`src/hdl/psw_map.svh`:
```
// status word bit positions, fixed values and fault vectors
// assumes inclusion by bare name from every design file that needs it
`ifndef PSW_MAP_SVH
`define PSW_MAP_SVH

`define PSW_CARRY 0
`define PSW_FIXED_ONE 1
`define PSW_PARITY 2
`define PSW_HALF 4
`define PSW_ZERO 6
`define PSW_SIGN 7
`define PSW_STEP 8
`define PSW_INT_EN 9
`define PSW_DIR 10
`define PSW_OVF 11
`define PSW_IOLVL_LO 12
`define PSW_IOLVL_HI 13
`define PSW_NEST 14
`define PSW_RESUME 16
`define PSW_LEGACY 17
`define PSW_ALIGN_CHK 18

`define PSW_DEFINED_MASK 32'h0007_7fd5
`define PSW_RESET 32'h0000_0002
`define NIO_RESET 32'h0000_0000

`define VEC_DEBUG 8'h01
`define VEC_GEN_PROT 8'h0d
`define VEC_ALIGN 8'h11
`define ALIGN_ERR_CODE 32'h0000_0000

`define RING_KERNEL 2'h0
`define RING_USER 2'h3

`endif

```
`src/hdl/psw_pkg.sv`:
```
// types shared by the status word logic and its flag calculator
// assumes nothing beyond a SystemVerilog compiler
package psw_pkg;
  typedef enum logic [1:0] {SZ8, SZ16, SZ32} op_size_t;
  typedef enum logic [1:0] {LD_NONE, LD_POP, LD_RETURN, LD_TASK} load_kind_t;
  typedef enum logic [1:0] {AL1, AL2, AL4, AL8} align_t;
endpackage

```
`src/hdl/flag_calc.sv`:
```
// add/subtract with result flags for 8-, 16- and 32-bit operand sizes
// assumes operands are zero-extended to 32 bits by the caller
`timescale 1ns/1ps
module flag_calc import psw_pkg::*; #(
  parameter int W = 32
) (
  // operation
  input wire logic [W-1:0] i_a,
  input wire logic [W-1:0] i_b,
  input wire logic i_sub,
  input wire op_size_t i_size,
  // result and flags
  output logic [W-1:0] o_result,
  output logic o_carry,
  output logic o_parity,
  output logic o_half,
  output logic o_zero,
  output logic o_sign,
  output logic o_ovf
);
  logic [W-1:0] ext;
  logic [W:0] full;
  logic [W:0] carry;
  logic c_in_msb;
  logic c_out_msb;

  assign ext = i_sub ? ~i_b : i_b;
  assign full = {1'b0, i_a} + {1'b0, ext} + {{W{1'b0}}, i_sub};
  // carry[i] is the carry into bit i
  assign carry = {full[W], i_a ^ ext ^ full[W-1:0]};

  always_comb begin
    o_result = full[W-1:0];
    c_in_msb = carry[W-1];
    c_out_msb = carry[W];
    unique case (i_size)
      SZ8: begin
        o_result = {{(W-8){1'b0}}, full[7:0]};
        c_in_msb = carry[7];
        c_out_msb = carry[8];
      end
      SZ16: begin
        o_result = {{(W-16){1'b0}}, full[15:0]};
        c_in_msb = carry[15];
        c_out_msb = carry[16];
      end
      SZ32: begin
        o_result = full[W-1:0];
        c_in_msb = carry[W-1];
        c_out_msb = carry[W];
      end
      default: begin
        o_result = full[W-1:0];
        c_in_msb = carry[W-1];
        c_out_msb = carry[W];
      end
    endcase
  end

  assign o_carry = c_out_msb ^ i_sub;
  assign o_parity = ~^o_result[7:0];
  assign o_half = carry[4] ^ i_sub;
  assign o_zero = (o_result == '0);
  assign o_sign = (i_size == SZ8) ? o_result[7] : (i_size == SZ16) ? o_result[15] : o_result[W-1];
  assign o_ovf = c_in_msb ^ c_out_msb;
endmodule // flag_calc

```
`src/hdl/status_flags_and_align_check.sv`:
```
// status word, next instruction offset and alignment fault logic of the core
// assumes the execution unit, exception logic and privilege state share i_sys_clk
`timescale 1ns/1ps
`include "psw_map.svh"
module status_flags_and_align_check import psw_pkg::*; (
  // clock, reset, enable
  input wire logic i_sys_clk,
  input wire logic i_arst_n,
  input wire logic i_ce,
  // instruction retirement
  input wire logic i_retire,
  input wire logic [31:0] i_next_offset,
  // arithmetic
  input wire logic i_alu_valid,
  input wire logic i_alu_sub,
  input wire op_size_t i_alu_size,
  input wire logic [31:0] i_alu_a,
  input wire logic [31:0] i_alu_b,
  // status word image load
  input wire load_kind_t i_load_kind,
  input wire logic [31:0] i_load_image,
  // privilege state
  input wire logic [1:0] i_current_ring,
  input wire logic i_protected_mode,
  // memory reference check
  input wire logic i_mem_req,
  input wire logic [31:0] i_mem_addr,
  input wire align_t i_mem_align,
  input wire logic i_sys_ref,
  input wire logic i_split,
  input wire logic [31:0] i_eff_addr,
  // instruction class checks
  input wire logic i_io_instr,
  input wire logic i_priv_opcode,
  input wire logic i_bkpt_match,
  // external interrupt pin
  input wire logic i_maskable_interrupt_pin,
  // register views
  output logic [31:0] o_next_instr_offset,
  output logic [15:0] o_short_instr_offset,
  output logic [31:0] o_status_word,
  output logic [31:0] o_push_image,
  output logic [31:0] o_event_image,
  output logic [31:0] o_alu_result,
  // mode controls
  output logic o_legacy_segments,
  output logic o_string_decrement,
  output logic o_nested_return,
  output logic o_io_bitmap_check,
  output logic o_irq_recognised,
  // faults and traps
  output logic o_align_fault,
  output logic o_gp_fault,
  output logic o_step_trap,
  output logic o_debug_fault,
  output logic [7:0] o_align_vector,
  output logic [31:0] o_align_err_code,
  output logic [7:0] o_gp_vector,
  output logic [7:0] o_debug_vector
);
  logic carry_f, parity_f, half_f, zero_f, sign_f, ovf_f;
  logic step_f, int_en, dir_f, nest_f, resume_f, legacy_f, align_chk;
  logic [1:0] io_level;
  logic [31:0] calc_res;
  logic c_carry, c_parity, c_half, c_zero, c_sign, c_ovf;
  logic pin_s1, pin_s2, pin_s3, pin_level;
  logic loading, ring0, io_ok, misaligned;
  logic [31:0] chk_addr;

  flag_calc #(.W(32)) flag_calc_inst (
    .i_a(i_alu_a),
    .i_b(i_alu_b),
    .i_sub(i_alu_sub),
    .i_size(i_alu_size),
    .o_result(calc_res),
    .o_carry(c_carry),
    .o_parity(c_parity),
    .o_half(c_half),
    .o_zero(c_zero),
    .o_sign(c_sign),
    .o_ovf(c_ovf)
  );

  assign loading = (i_load_kind != LD_NONE);
  assign ring0 = (i_current_ring == `RING_KERNEL);
  assign io_ok = (i_current_ring <= io_level);

  always_ff @(posedge i_sys_clk or negedge i_arst_n) begin
    if (!i_arst_n) begin
      o_next_instr_offset <= `NIO_RESET;
    end else if (i_ce && i_retire) begin
      o_next_instr_offset <= i_next_offset;
    end
  end
  assign o_short_instr_offset = o_next_instr_offset[15:0];

  // arithmetic flags: an image load wins over an ALU update
  always_ff @(posedge i_sys_clk or negedge i_arst_n) begin
    if (!i_arst_n) begin
      {carry_f, parity_f, half_f, zero_f, sign_f, ovf_f} <= 6'h00;
      o_alu_result <= 32'h0000_0000;
    end else if (i_ce) begin
      if (loading) begin
        carry_f <= i_load_image[`PSW_CARRY];
        parity_f <= i_load_image[`PSW_PARITY];
        half_f <= i_load_image[`PSW_HALF];
        zero_f <= i_load_image[`PSW_ZERO];
        sign_f <= i_load_image[`PSW_SIGN];
        ovf_f <= i_load_image[`PSW_OVF];
      end else if (i_alu_valid) begin
        {carry_f, parity_f, half_f, zero_f, sign_f, ovf_f} <=
          {c_carry, c_parity, c_half, c_zero, c_sign, c_ovf};
      end
      if (i_alu_valid) begin
        o_alu_result <= calc_res;
      end
    end
  end

  // plain control bits reloaded by any image load
  always_ff @(posedge i_sys_clk or negedge i_arst_n) begin
    if (!i_arst_n) begin
      {step_f, dir_f, align_chk, nest_f} <= 4'h0;
    end else if (i_ce && loading) begin
      step_f <= i_load_image[`PSW_STEP];
      dir_f <= i_load_image[`PSW_DIR];
      align_chk <= i_load_image[`PSW_ALIGN_CHK];
      nest_f <= i_load_image[`PSW_NEST];
    end
  end

  // interrupt enable change guarded by io level, except on a task load
  always_ff @(posedge i_sys_clk or negedge i_arst_n) begin
    if (!i_arst_n) begin
      int_en <= 1'b0;
    end else if (i_ce && (i_load_kind == LD_TASK || (loading && io_ok))) begin
      int_en <= i_load_image[`PSW_INT_EN];
    end
  end

  always_ff @(posedge i_sys_clk or negedge i_arst_n) begin
    if (!i_arst_n) begin
      io_level <= 2'h0;
    end else if (i_ce && (i_load_kind == LD_TASK || (loading && ring0))) begin
      io_level <= i_load_image[`PSW_IOLVL_HI:`PSW_IOLVL_LO];
    end
  end

  always_ff @(posedge i_sys_clk or negedge i_arst_n) begin
    if (!i_arst_n) begin
      legacy_f <= 1'b0;
    end else if (i_ce) begin
      if (i_load_kind == LD_TASK) begin
        legacy_f <= i_load_image[`PSW_LEGACY];
      end else if (i_load_kind == LD_RETURN && ring0 && i_protected_mode) begin
        legacy_f <= i_load_image[`PSW_LEGACY];
      end
    end
  end

  always_ff @(posedge i_sys_clk or negedge i_arst_n) begin
    if (!i_arst_n) begin
      resume_f <= 1'b0;
    end else if (i_ce) begin
      if (loading) begin
        resume_f <= i_load_image[`PSW_RESUME];
      end else if (i_retire) begin
        resume_f <= 1'b0;
      end
    end
  end

  assign o_status_word = `PSW_RESET | ({13'h0000, align_chk, legacy_f, resume_f, 1'b0, nest_f,
    io_level, ovf_f, dir_f, int_en, step_f, sign_f, zero_f, 1'b0, half_f, 1'b0, parity_f, 1'b0,
    carry_f} & `PSW_DEFINED_MASK);
  // push shows legacy mode as zero
  assign o_push_image = o_status_word & ~(32'h0000_0001 << `PSW_LEGACY);
  assign o_event_image = o_status_word;

  assign o_legacy_segments = legacy_f & i_protected_mode;
  assign o_string_decrement = dir_f;
  assign o_nested_return = nest_f;
  assign o_io_bitmap_check = i_io_instr & ~io_ok;

  // pin synchroniser; level moves when stages two and three agree
  always_ff @(posedge i_sys_clk or negedge i_arst_n) begin
    if (!i_arst_n) begin
      {pin_s1, pin_s2, pin_s3, pin_level} <= 4'h0;
    end else if (i_ce) begin
      pin_s1 <= i_maskable_interrupt_pin;
      pin_s2 <= pin_s1;
      pin_s3 <= pin_s2;
      if (pin_s2 == pin_s3) begin
        pin_level <= pin_s3;
      end
    end
  end
  assign o_irq_recognised = pin_level & int_en;

  // split accesses judged on effective address
  assign chk_addr = i_split ? i_eff_addr : i_mem_addr;

  always_comb begin
    unique case (i_mem_align)
      AL1: misaligned = 1'b0;
      AL2: misaligned = chk_addr[0];
      AL4: misaligned = |chk_addr[1:0];
      AL8: misaligned = |chk_addr[2:0];
      default: misaligned = 1'b0;
    endcase
  end

  // faults and traps, registered from their conditions on each enabled cycle
  always_ff @(posedge i_sys_clk or negedge i_arst_n) begin
    if (!i_arst_n) begin
      {o_align_fault, o_gp_fault, o_step_trap, o_debug_fault} <= 4'h0;
    end else if (i_ce) begin
      o_align_fault <= i_mem_req & align_chk & misaligned & ~i_sys_ref &
                       (i_current_ring == `RING_USER);
      o_gp_fault <= i_priv_opcode & legacy_f & i_protected_mode;
      o_step_trap <= i_retire & step_f;
      o_debug_fault <= i_bkpt_match & ~resume_f;
    end
  end

  assign o_align_vector = `VEC_ALIGN;
  assign o_align_err_code = `ALIGN_ERR_CODE;
  assign o_gp_vector = `VEC_GEN_PROT;
  assign o_debug_vector = `VEC_DEBUG;
endmodule // status_flags_and_align_check

```
`config.mk`:
```
export PLATFORM = sky130hd
export DESIGN_NAME = status_flags_and_align_check
export DESIGN_NICKNAME = d
export VERILOG_FILES = /design/src/hdl/psw_pkg.sv /design/src/hdl/flag_calc.sv /design/src/hdl/status_flags_and_align_check.sv
export VERILOG_INCLUDE_DIRS = /design/src /design/src/hdl
export SDC_FILE = /design/constraint.sdc
export NUM_CORES = 1
export LEC_CHECK = 0
export ABC_AREA = 1
export BUFFER_PORTS_ARGS = -buffer_cell sky130_fd_sc_hd__buf_2
export CORE_AREA = 3 3 177 179
export DETAILED_ROUTE_END_ITERATION = 10
export DIE_AREA = 0 0 180 182
export PLACE_DENSITY_LB_ADDON = 0.1
export SLEW_MARGIN = 25
export SYNTH_ARGS = -nofsm -noshare
export SYNTH_HDL_FRONTEND = slang
export SYNTH_SLANG_ARGS = --single-unit
```
`constraint.sdc`:
```
create_clock -name i_sys_clk -period 1.8 [get_ports i_sys_clk]
set_input_delay 0.18 -clock i_sys_clk [delete_from_list [all_inputs] [get_ports i_sys_clk]]
set_output_delay 0.18 -clock i_sys_clk [all_outputs]
set_load 0.1 [all_outputs]
```
==> reports/qor.yml <==
worst_setup_path:
  r2r_slack_ns: 0.15
  required_ns: 2.06
  setup.worst_path.end_class: "register"
  critPathMaxFanout: 7
  worstReg2RegStart: "io_level[1]"
  reg2regPathDepth: 8
  worstSetupPathType: "primary input to register"
  crit_arrival_ns: 2.58
  r2r_end: "int_en"
  worstSetupStartpointType: "primary input"
clocking:
  root_buffer: "clkbuf_16"
  cts_num_sinks: 87
  clockBufferDepth: 2
  cts_htree_levels: 3
  numCtsBuffers: 9
  path_clk_slew_ns: 0.07
  clk_latency_ns: 0.33
  cts_tree: "done"
detailed_routing:
  drc: 0
  vias: 7747
  viasPerCell: 4.07
  drt-initial-drc-count: 186
  ant_nets: 0
  route.detailed.wl_per_inst_um: 14.3
  routed_wl_um: 27300
  firstDrtPassIters: 4
pwr:
  p_leak_nw: 6.52
  ir_drop_uv: 730
  fin_total_pwr_mw: 13.9
  power_density_mw_per_mm2: 1170
layout:
  area_growth_pct: 50.1
  n_fill_cell: 3169
  top_regs: "o_alu_result x32, o_next_instr_offset x32, io_level x2"
  final_core_utilization: 0.398
  nNetsFinal: 1766
  antenna_cells: 0
  multi_input_area_mm2: 0.00530
  seqCellArea_mm2: 0.00218
  drive_gt1_frac: 0.511
die:
  rows: 63
  die_w_um: 180
  core_mm2: 0.0297
  dieArea_mm2: 0.0328
  die_h_um: 182
  io_pins: 455
  initial_core_util: 0.266
worst_hold_path:
  min-delay-start: "i_load_image[14]"
  worstHoldPathCells: 3
  hold_path_end: "o_nested_return"
  hp-class: "primary input to register"
synth:
  synthCells: 1115
  synth.most_common_cell: "nand2_1"
  ys_types: 36
  synthFlopType: "dfrtp_1"
  synth_area_leader_cell: "dfrtp_1"
  synth-seq-area-share: 0.276
  ys_warn_count: 0
  syn_area_mm2: 0.00789
  synth_edf_count: 0
  synth.area.top_cells: "dfrtp_1, buf_4, nand2_1"
  yosys_register_bits: 87
  ys_top_cells_by_count: "nand2_1, buf_4, inv_1"
  synth_top_cell_area_share: 0.276
  synth.avg_cell_area_um2: 7.08
  async_flop_share: 1.00
place:
  port-buffer-count: 271
  gp_congestion: 0.866
  hpwl_um: 22400
timing:
  setup_violations: 26
  rsz0062_at_grt: "true"
  worst_slack_ns: -0.519
  fmax_ghz: 0.431
  worst_pin_slew_ns: 0.631
  skew_ns: 0.00530
  layout_min_cycle_time_ns: 2.32
  slew_headroom: 0.580
  report.final.hold_viol_count: 0
  slew_viol_final: 0
  fin_crit_sh: 1.29
job:
  max_cap_violations: 0
global_routing:
  grt_pass1_wl_um: 40600
  grt_max_degree: 64
  antenna_found_initial: 0
  gr-total-overflow: 0
  grt_pass1_vias: 7376
  grt_use_total: 0.157
outcome:
  status: "finished, violations left"
  failed_checks: "negative setup slack"
[worst max-delay path: stages]
cell and delay, ns:
buf_12 0.12, buf_12 0.15, buf_4 0.14, xor2_1 0.15, ha_1 0.34, buf_6 0.15
nand2_4 0.07, inv_2 0.04, nand2_1 0.09, nand2_4 0.08, nand2_2 0.07, nand2_2 0.06
inv_2 0.07, nand2_2 0.06, or2_1 0.26, nand3_2 0.08, nand3_1 0.11, nor2_1 0.11
nand3_1 0.08, a21oi_1 0.14
[placed cells by master, fill, tap and decap left out, types with 16 or more instances in the layout]
cell type    n
buf_2      268
nand2_2     85
inv_1      127
ha_1        27
o21ai_1     21
nand3_2     27
buf_6       16
conb_1     108
nand3_1     24
nand2_4     17
xor2_1      23
mux2_2      35
o21ai_0     24
nand2_1    226
inv_2       24
buf_4      164
nor2_1      37
dfrtp_1     85
nor2_2      25
[cell type report]
cell class,instances,area share
flip-flops and latches,87,0.184
repair buffers,460,0.253
multi-input cells,797,0.447
clock buffers,9,0.0190
inverters,153,0.0487
clock inverters,7,0.00655
well taps,390,0.0412
[cells by family after synthesis]
kind of cell,count (synthesis),synth area share
AO/OA/AOI/OAI,92,0.0609
XOR/XNOR,45,0.0500
adder cells (fa/ha/maj),44,0.0707
buffers and inverters,337,0.241
flip-flops,87,0.276
multiplexers,35,0.0500
other,2,0.000952
AND/OR/NAND/NOR,473,0.251
[report_power, final]
group	internal [mW]	switching (mW)
Clock	1.09	0.817
Sequential	2.29	0.270
Combinational	2.35	7.07
Total	5.73	8.15
[per-layer routing]
metal | global-route usage | routed length [um] | part of all wire
met1 | 0.198 | 11700 | 0.43
met2 | 0.286 | 14000 | 0.51
met3 | 0.0222 | 1270 | 0.047
met4 | 0.0331 | 294 | 0.011
met5 | 0 | 0 | 0
[stage by stage]
stage	cell area (um2)	worst slack [ns]	instances	setup TNS, ns	hold slack, ns
2_1_floorplan	8460	-0.673	1221	-4.06	-0.116
4_1_cts	11100	-0.545	1886	-6.22	0.0358
6_report	11800	-0.519	1903	-6.55	0.0549
3_5_place_dp	10100	-1.05	1849	-21.17	0.136
3_3_place_gp	10100	-0.994	1849	-20.19	0.141
5_1_grt	11800	-0.703	1903	-10.15	0.0384
[worst max-delay path by stage]
stage,from,endpoint,slack (ns),cells past startpoint
after floorplan,i_alu_sub,zero_f,-0.67,22
after global placement,i_alu_sub,zero_f,-0.99,20
after detailed placement,i_alu_sub,zero_f,-1.05,20
after CTS,i_alu_sub,zero_f,-0.54,20
after global routing,i_alu_sub,zero_f,-0.70,21
final,i_alu_sub,zero_f,-0.52,20
[what timing repair did]
action,CTS,global route
cloned,2,0
pin swaps,53,68
hold buffers,1,0
endpoints found under the setup margin,31,31
hold endpoints to repair,25,0
buffers inserted,22,17
gates resized for setup,143,153
No activity file was read; power rests on OpenSTA's default activity.
